==> config.mk <==
export PLATFORM = sky130hd
export DESIGN_NAME = lbs_bus_front
export DESIGN_NICKNAME = d
export VERILOG_FILES = /design/src/rtl/lbs_pkg.sv /design/src/rtl/lbs_bus_front.sv /design/src/rtl/lbs_req_sync.sv
export SDC_FILE = /design/constraint.sdc
export NUM_CORES = 1
export LEC_CHECK = 0
export ABC_AREA = 1
export ABC_CLOCK_PERIOD_IN_PS = 2200
export BUFFER_PORTS_ARGS = -buffer_cell sky130_fd_sc_hd__buf_2
export CORE_UTILIZATION = 35
export DETAILED_ROUTE_END_ITERATION = 12
export SYNTH_ARGS = -nofsm -noshare
export SYNTH_HDL_FRONTEND = slang
export SYNTH_SLANG_ARGS = --single-unit
==> constraint.sdc <==
create_clock -name core_clk -period 2.2 [get_ports core_clk]
set_input_delay 0.44 -clock core_clk [delete_from_list [all_inputs] [get_ports core_clk]]
set_output_delay 0.44 -clock core_clk [all_outputs]
set_load 0.05 [all_outputs]
==> src/rtl/lbs_pkg.sv <==
// Summary of operation
// - Status code order is int ack, io read, io write, halt, fetch, mem read, mem write, passive.
// - The middle status bit alone tells write (high) from read (low).
// - The top status bit alone tells memory (high) from io (low).
// - All three status outputs float while the bus is granted away.
// - In reset the status outputs are driven high, then float until the first bus cycle.
// - The exclusive access output asserts at the first data cycle after a lock prefix and holds to instruction end.
// - No prefetch cycles run while exclusive access is asserted.
// - In reset the exclusive access output is driven high, then floats from the first clock after reset.
// - A request input asks for the bus; grant asserts together with floating the bus lines.
// - Grant asserts only at a cycle boundary, end of final or idle state, with outputs floated that clock.
// - Grant drops once the request is sampled low; bus lines are driven again for the next cycle.
// - Upper memory select goes low for references in the top region and stays driven during grant.
// - Lower memory select goes low for references in the bottom region of 1K to 256K and stays driven.
// - Exclusive access output is active low.
package lbs_pkg;
  // ----------------------------------------------------------------
  // Cycle status codes
  // ----------------------------------------------------------------
  localparam logic [2:0] LBS_ST_INTA = 3'h0;
  localparam logic [2:0] LBS_ST_IORD = 3'h1;
  localparam logic [2:0] LBS_ST_IOWR = 3'h2;
  localparam logic [2:0] LBS_ST_HALT = 3'h3;
  localparam logic [2:0] LBS_ST_FETCH = 3'h4;
  localparam logic [2:0] LBS_ST_MEMRD = 3'h5;
  localparam logic [2:0] LBS_ST_MEMWR = 3'h6;
  localparam logic [2:0] LBS_ST_PASSIVE = 3'h7;
  // ----------------------------------------------------------------
  // Timing and sizes
  // ----------------------------------------------------------------
  localparam int LBS_SYNC_STAGES = 3;
  localparam int LBS_CYCLE_STATES = 4;
  localparam logic [1:0] LBS_LAST_STATE = 2'h3;
  localparam int LBS_ADDR_W = 20;
  localparam logic [LBS_ADDR_W-1:0] LBS_UPPER_BASE_RST = 20'hF_FC00;
  localparam logic [LBS_ADDR_W-1:0] LBS_LOWER_TOP_RST = 20'h0_03FF;
  localparam logic [LBS_ADDR_W-1:0] LBS_LOWER_MIN_TOP = 20'h0_03FF;
  localparam logic [LBS_ADDR_W-1:0] LBS_LOWER_MAX_TOP = 20'h3_FFFF;
  // ----------------------------------------------------------------
  // Bus sequencer states
  // ----------------------------------------------------------------
  typedef enum logic [1:0] {
    LBS_RESET = 2'b00,
    LBS_IDLE = 2'b01,
    LBS_CYCLE = 2'b10,
    LBS_GRANTED = 2'b11
  } lbs_state_t;
endpackage : lbs_pkg

==> src/rtl/lbs_bus_front.sv <==
`timescale 1ns/1ns
module lbs_bus_front
  import lbs_pkg::*;
(
  input wire logic core_clk, // Processor clock, 20 MHz
  input wire logic rst, // Async reset, active high
  input wire logic cyc_req, // Core has a bus cycle pending
  input wire logic [2:0] cyc_type, // Cycle type code for the pending cycle
  input wire logic [LBS_ADDR_W-1:0] cyc_addr, // Physical address of pending cycle
  output logic cyc_ack, // Pulse: pending cycle taken
  output logic cyc_done, // Pulse: cycle finished its final state
  input wire logic lock_prefix, // Next instruction is locked
  input wire logic instr_end, // Pulse: current instruction completes
  input wire logic bus_req_in, // Request from other master, async
  input wire logic [LBS_ADDR_W-1:0] upper_base, // Start of upper select region
  input wire logic [LBS_ADDR_W-1:0] lower_top, // Last address of lower select region
  output logic cycle_status_bit0, // Status low bit
  output logic cycle_status_bit1, // Status middle bit, data direction
  output logic cycle_status_bit2, // Status high bit, memory vs io
  output logic status_oe_n, // Status pins enable, low drives
  output logic lock_n, // Exclusive access, active low
  output logic lock_oe_n, // Exclusive access enable, low drives
  output logic bus_oe_n, // Local bus and control enable, low drives
  output logic bus_grant_out, // Grant to other master
  output logic upper_mem_select_n, // Upper memory select, always driven
  output logic lower_mem_select_n // Lower memory select, always driven
);
  lbs_state_t state;
  logic req_sync;
  logic [1:0] tstate;
  logic rst_seen;
  logic lock_armed;
  logic lock_active;
  logic [2:0] cur_type;
  logic [LBS_ADDR_W-1:0] lower_lim;
  logic take;
  logic boundary;
  logic grant_now;
  logic start_cyc;
  logic end_cyc;
  logic lock_start;
  logic mem_ref;

  // ------------------------------------------------------------
  // Request synchroniser
  // ------------------------------------------------------------
  lbs_req_sync #(.STAGES(LBS_SYNC_STAGES)) u_req_sync (
    .core_clk(core_clk),
    .rst(rst),
    .async_in(bus_req_in),
    .level_out(req_sync)
  );

  // Cycle boundary: end of final state, or an idle clock
  assign boundary = (state == LBS_IDLE) || (state == LBS_CYCLE && tstate == LBS_LAST_STATE);
  // Prefetch held off while locked
  assign take = cyc_req && !(lock_active && cyc_type == LBS_ST_FETCH);
  // Clamp lower region to its legal size range
  assign lower_lim = (lower_top < LBS_LOWER_MIN_TOP) ? LBS_LOWER_MIN_TOP :
                     (lower_top > LBS_LOWER_MAX_TOP) ? LBS_LOWER_MAX_TOP : lower_top;

  // Decisions shared by the handshake, grant, status, lock and select processes; the bus sequencer derives its own
  assign end_cyc = (state == LBS_CYCLE) && (tstate == LBS_LAST_STATE);
  assign grant_now = boundary && req_sync && !lock_active;
  assign start_cyc = boundary && take && !grant_now;
  // Lock only opens on a data cycle, a fetch never starts it
  assign lock_start = lock_armed && start_cyc && (cyc_type != LBS_ST_FETCH);
  // Fetch, memory read and memory write reach the selects
  assign mem_ref = cyc_type[2] && (cyc_type != LBS_ST_PASSIVE);

  // ------------------------------------------------------------
  // Bus sequencer
  // ------------------------------------------------------------
  always_ff @(posedge core_clk or posedge rst) begin
    if (rst) begin
      state <= LBS_RESET;
      tstate <= 2'h0;
      cur_type <= LBS_ST_PASSIVE;
    end else begin
      case (state)
        LBS_RESET: begin
          state <= LBS_IDLE;
        end
        LBS_IDLE, LBS_CYCLE: begin
          if (state == LBS_CYCLE && tstate != LBS_LAST_STATE) begin
            tstate <= tstate + 2'h1;
          end else if (req_sync && !lock_active) begin
            state <= LBS_GRANTED;
          end else if (take) begin
            state <= LBS_CYCLE;
            tstate <= 2'h0;
            cur_type <= cyc_type;
          end else begin
            state <= LBS_IDLE;
          end
        end
        LBS_GRANTED: begin
          if (!req_sync) begin
            state <= LBS_IDLE;
          end
        end
        default: begin
          state <= LBS_IDLE;
        end
      endcase
    end
  end

  // ------------------------------------------------------------
  // Handshake pulses to the core
  // ------------------------------------------------------------
  always_ff @(posedge core_clk or posedge rst) begin
    if (rst) begin
      cyc_ack <= 1'b0;
      cyc_done <= 1'b0;
    end else begin
      cyc_ack <= start_cyc;
      cyc_done <= end_cyc;
    end
  end

  // ------------------------------------------------------------
  // Grant to the other master
  // ------------------------------------------------------------
  always_ff @(posedge core_clk or posedge rst) begin
    if (rst) begin
      bus_grant_out <= 1'b0;
    end else if (grant_now) begin
      bus_grant_out <= 1'b1;
    end else if (state == LBS_GRANTED && !req_sync) begin
      bus_grant_out <= 1'b0;
    end
  end

  // Local bus enable: floats with the grant, driven again by the next cycle
  always_ff @(posedge core_clk or posedge rst) begin
    if (rst) begin
      bus_oe_n <= 1'b1;
    end else if (grant_now) begin
      bus_oe_n <= 1'b1;
    end else if (start_cyc) begin
      bus_oe_n <= 1'b0;
    end
  end

  // ------------------------------------------------------------
  // Status pins
  // ------------------------------------------------------------
  // Status enable: driven in reset, floats until the first cycle and during grant
  always_ff @(posedge core_clk or posedge rst) begin
    if (rst) begin
      status_oe_n <= 1'b0;
    end else if (grant_now) begin
      status_oe_n <= 1'b1;
    end else if (start_cyc) begin
      status_oe_n <= 1'b0;
    end else if (state == LBS_RESET || (state == LBS_IDLE && !rst_seen)) begin
      status_oe_n <= 1'b1;
    end
  end

  // Status code: type for the whole cycle, passive between cycles except through a grant taken at the cycle end
  always_ff @(posedge core_clk or posedge rst) begin
    if (rst) begin
      {cycle_status_bit2, cycle_status_bit1, cycle_status_bit0} <= LBS_ST_PASSIVE;
    end else if (start_cyc) begin
      // Encoded type: bit2 memory/io, bit1 write/read
      {cycle_status_bit2, cycle_status_bit1, cycle_status_bit0} <= cyc_type;
    end else if (!grant_now && (end_cyc || (state == LBS_IDLE && rst_seen))) begin
      {cycle_status_bit2, cycle_status_bit1, cycle_status_bit0} <= LBS_ST_PASSIVE;
    end
  end

  // First cycle after reset seen: ends the post-reset float
  always_ff @(posedge core_clk or posedge rst) begin
    if (rst) begin
      rst_seen <= 1'b0;
    end else if (start_cyc) begin
      rst_seen <= 1'b1;
    end
  end

  // ------------------------------------------------------------
  // Exclusive access tracking
  // ------------------------------------------------------------
  always_ff @(posedge core_clk or posedge rst) begin
    if (rst) begin
      lock_armed <= 1'b0;
      lock_active <= 1'b0;
      lock_n <= 1'b1;
      lock_oe_n <= 1'b0;
    end else begin
      if (lock_active && instr_end) begin
        lock_active <= 1'b0;
        lock_n <= 1'b1;
      end else if (lock_start) begin
        lock_active <= 1'b1;
        lock_armed <= 1'b0;
        lock_n <= 1'b0;
        lock_oe_n <= 1'b0;
      end else if (lock_prefix && !lock_active) begin
        // A prefix seen while already locked must not arm a later cycle
        lock_armed <= 1'b1;
      end
      if (!lock_active && !lock_start) begin
        lock_oe_n <= 1'b1;
      end
    end
  end

  // ------------------------------------------------------------
  // Memory selects, driven even while granted
  // ------------------------------------------------------------
  always_ff @(posedge core_clk or posedge rst) begin
    if (rst) begin
      upper_mem_select_n <= 1'b1;
      lower_mem_select_n <= 1'b1;
    end else if (start_cyc && mem_ref) begin
      upper_mem_select_n <= !(cyc_addr >= upper_base);
      lower_mem_select_n <= !(cyc_addr <= lower_lim);
    end else if (state != LBS_CYCLE || tstate == LBS_LAST_STATE) begin
      upper_mem_select_n <= 1'b1;
      lower_mem_select_n <= 1'b1;
    end
  end
endmodule : lbs_bus_front

==> src/rtl/lbs_req_sync.sv <==
`timescale 1ns/1ns
module lbs_req_sync
  import lbs_pkg::*;
#(
  parameter int STAGES = LBS_SYNC_STAGES
) (
  input wire logic core_clk, // Processor clock
  input wire logic rst, // Async reset, active high
  input wire logic async_in, // Raw pin level
  output logic level_out // Debounced synchronised level
);
  logic [STAGES-1:0] sync_chain;

  // ------------------------------------------------------------
  // Synchroniser chain, stage 0 only feeds stage 1
  // ------------------------------------------------------------
  always_ff @(posedge core_clk or posedge rst) begin
    if (rst) begin
      sync_chain <= '0;
    end else begin
      sync_chain <= {sync_chain[STAGES-2:0], async_in};
    end
  end

  // Accept a change once the last two stages agree
  always_ff @(posedge core_clk or posedge rst) begin
    if (rst) begin
      level_out <= 1'b0;
    end else if (sync_chain[STAGES-1] == sync_chain[STAGES-2]) begin
      level_out <= sync_chain[STAGES-1];
    end
  end
endmodule : lbs_req_sync
==> results.txt <==
Run status: finished, final reports clean
Post-route ant nets: 0
Leak: 1.69 nW
Top-area cell type share of the netlist area: 24.6%
CP Max Fanout: 7
Count of final setup violators: 0
Clock H-tree levels: 1
Antenna fix cells: 0
Tmin final: 2070 ps
GP Congestion: 0.773
Vias in the first global route: 2090
Slew Viols, Final: 0
Worst reg-to-reg path cell count: 9
Sink Count: 23
Setup repair bufs after CTS: 0
Post-synth top area cell: ha_1
Total power draw: 1.90 mW
Synth unique cells: 29
Worst flop-to-flop path startpoint: state[0]
Synth area leaders: ha_1 (25%), dfrtp_1 (17%), nand2_1 (13%)
Crit path from: lower_top[13]
PwrDens: 662 nW/um2
Die width: 82.9 um
Critical path capture point type: register
Initial antenna violation count: 0
Total gr overflow: 0
Hold Buf Count CTS: 0
Post-Place Cells: 476
DRC Markers: 0
Worst EP arrival: 2270 ps
Layout cells sized above 1: 29.0%
TritonCTS clock tree: built
Clock transition at the registers of the reported paths: 80 ps
Period utilisation layout: 93.9%
Core footprint: 6310 um2
Vias post-DR: 2195
Num CTS Buffers: 3
Mean post-synth cell area: 7.31 um2
Most common cell in the netlist: nand2_1
Initial Util: 36.2%
Post-synth top cells: nand2_1 (82), inv_1 (59), ha_1 (45), nor2_1 (33), a21oi_1 (19)
Post-synthesis sequential area ratio: 25.5%
FF+latch count, synth: 23
Final worst setup slack: 134 ps
Post-cts resize count: 0
Finished Layout Cells: 480
Synth Flop Type: dfrtp_1
CTS root buffer: clkbuf_8
Unrepaired setup endpoints after global routing: false
Synth async-reset ratio: 100%
EDFF count, synth: 0
CP Class: in -> reg
DR iter-0 viols: 39
Die area: 6870 um2
Fmax: 0.484 GHz
Synth Instances: 313
Dpl hpwl: 4.51 mm
Largest net degree at the start of global routing: 24
IO buf count: 80
R2R Setup Slk: 530 ps
Yosys warns: 0
Ports: 81
Worst Hold Class: in -> async
Total wire length: 5.11 mm
Area growth syn-to-layout: 25.6%
Max IR drop VDD: 696 uV
Req. time, crit path: 2400 ps
CP Launch Type: primary input
Cell Area, Synth: 2290 um2
Worst skew pair latency: 260 ps
Crit path capture: lower_mem_select_n
Maximum clock insertion buffer count: 2
Fin area: 2880 um2
Worst slack, placed: -176 ps
DR vias/cell: 4.57
Crit Reg-Reg Endpoint: lock_armed
Global-route wire length before repair: 9.03 mm
Die Ht: 82.9 um
Wire per inst: 10.6 um
Max cap viols: 0
Hold Vio Cnt, Final: 0
Setup Skew: 0.558 ps
Fin nets: 518
Tot GR Track Use: 15.5%
Site Rows: 29
Post-DP Area: 2830 um2
Drt pass-1 iters: 4
==> through the flow <==
step | TNS (ps) | hold WS (ps) | util, %
after floorplan | 0 | 331 | -
after global placement | -75.6 | 333 | 44.8
after detailed placement | -176 | 338 | 44.8
after CTS | 0 | 202 | 45.5
after global routing | 0 | 210 | 45.5
final | 0 | 197 | 45.5
==> worst max-delay path, stage by stage <==
cell and delay [ps]:
buf_2 100, nor3_1 230, nand4_2 170, nor2_4 250, buf_4 180, nor3_2 40, ha_1 290, nand2_1 70
o21ai_0 180, nand2_1 70, nand3_1 80, nand2_1 50, a21oi_1 110
==> worst min path at each step <==
stage | to | slack [ps] | cells past startpoint | from
2_1_floorplan | u_req_sync.sync_chain[1] | 330 | 0 | u_req_sync.sync_chain[0]
3_3_place_gp | u_req_sync.sync_chain[1] | 330 | 0 | u_req_sync.sync_chain[0]
3_5_place_dp | u_req_sync.sync_chain[1] | 340 | 0 | u_req_sync.sync_chain[0]
4_1_cts | u_req_sync.sync_chain[0] | 200 | 3 | rst
5_1_grt | tstate[0] | 210 | 3 | rst
6_report | u_req_sync.sync_chain[0] | 200 | 3 | rst
==> final cells by class <==
class	count	area, um2
well taps	77	96.3
inverters	61	229
repair buffers	86	445
fillers	664	3440
clock buffers	3	41.3
flip-flops and latches	23	584
clock inverters	1	5.00
multi-input cells	229	1470
==> kinds of logic after synthesis <==
logic type	share of synthesized area, %
AOI/OAI and AO/OA	8.64
other	0.164
adders and majority gates	25.0
and+or+nand+nor	30.4
DFF	25.5
buffers and inverters	10.2
==> power by group <==
group | switching [mW] | total (mW) | internal, mW
Sequential | 0.0751 | 0.651 | 0.576
Combinational | 0.677 | 0.994 | 0.317
Clock | 0.133 | 0.259 | 0.126
==> flip-flops by register name, indices dropped and copies added (netlist names) <==
| signal | cells |
|---|---|
| u_req_sync.level_out | 1 |
| rst_seen | 1 |
| u_req_sync.sync_chain | 3 |
| cyc_ack | 1 |
| lock_oe_n | 1 |
| lock_armed | 1 |
| status_oe_n | 1 |
| cycle_status_bit0 | 1 |
| bus_grant_out | 1 |
| lock_active | 1 |
| cycle_status_bit2 | 1 |
| bus_oe_n | 1 |
| lock_n | 1 |
| cycle_status_bit1 | 1 |
| tstate | 2 |
| cyc_done | 1 |
| state | 2 |
| upper_mem_select_n | 1 |
| lower_mem_select_n | 1 |
==> metal layers <==
layer / vias up / wire length [um] / track usage [%]
met5: - / 0 / 0
met4: 0 / 7 / 1.41
met3: 2 / 226 / 2.49
met2: 48 / 2380 / 27.7
met1: 967 / 2500 / 20.4
li1: 1178 / - / -
==> cells in the final DEF, fill, tap and decap left out, types with 4 or more instances in the layout <==
| master | n |
|---|---|
| nand2_1 | 82 |
| nand3_1 | 6 |
| dfstp_2 | 7 |
| ha_1 | 45 |
| nor3_2 | 9 |
| inv_1 | 59 |
| buf_2 | 80 |
| nand4_1 | 4 |
| o21ai_0 | 10 |
| buf_4 | 6 |
| a21oi_1 | 19 |
| nor2_1 | 33 |
| dfrtp_1 | 16 |
No activity file was read; power rests on OpenSTA's default activity.
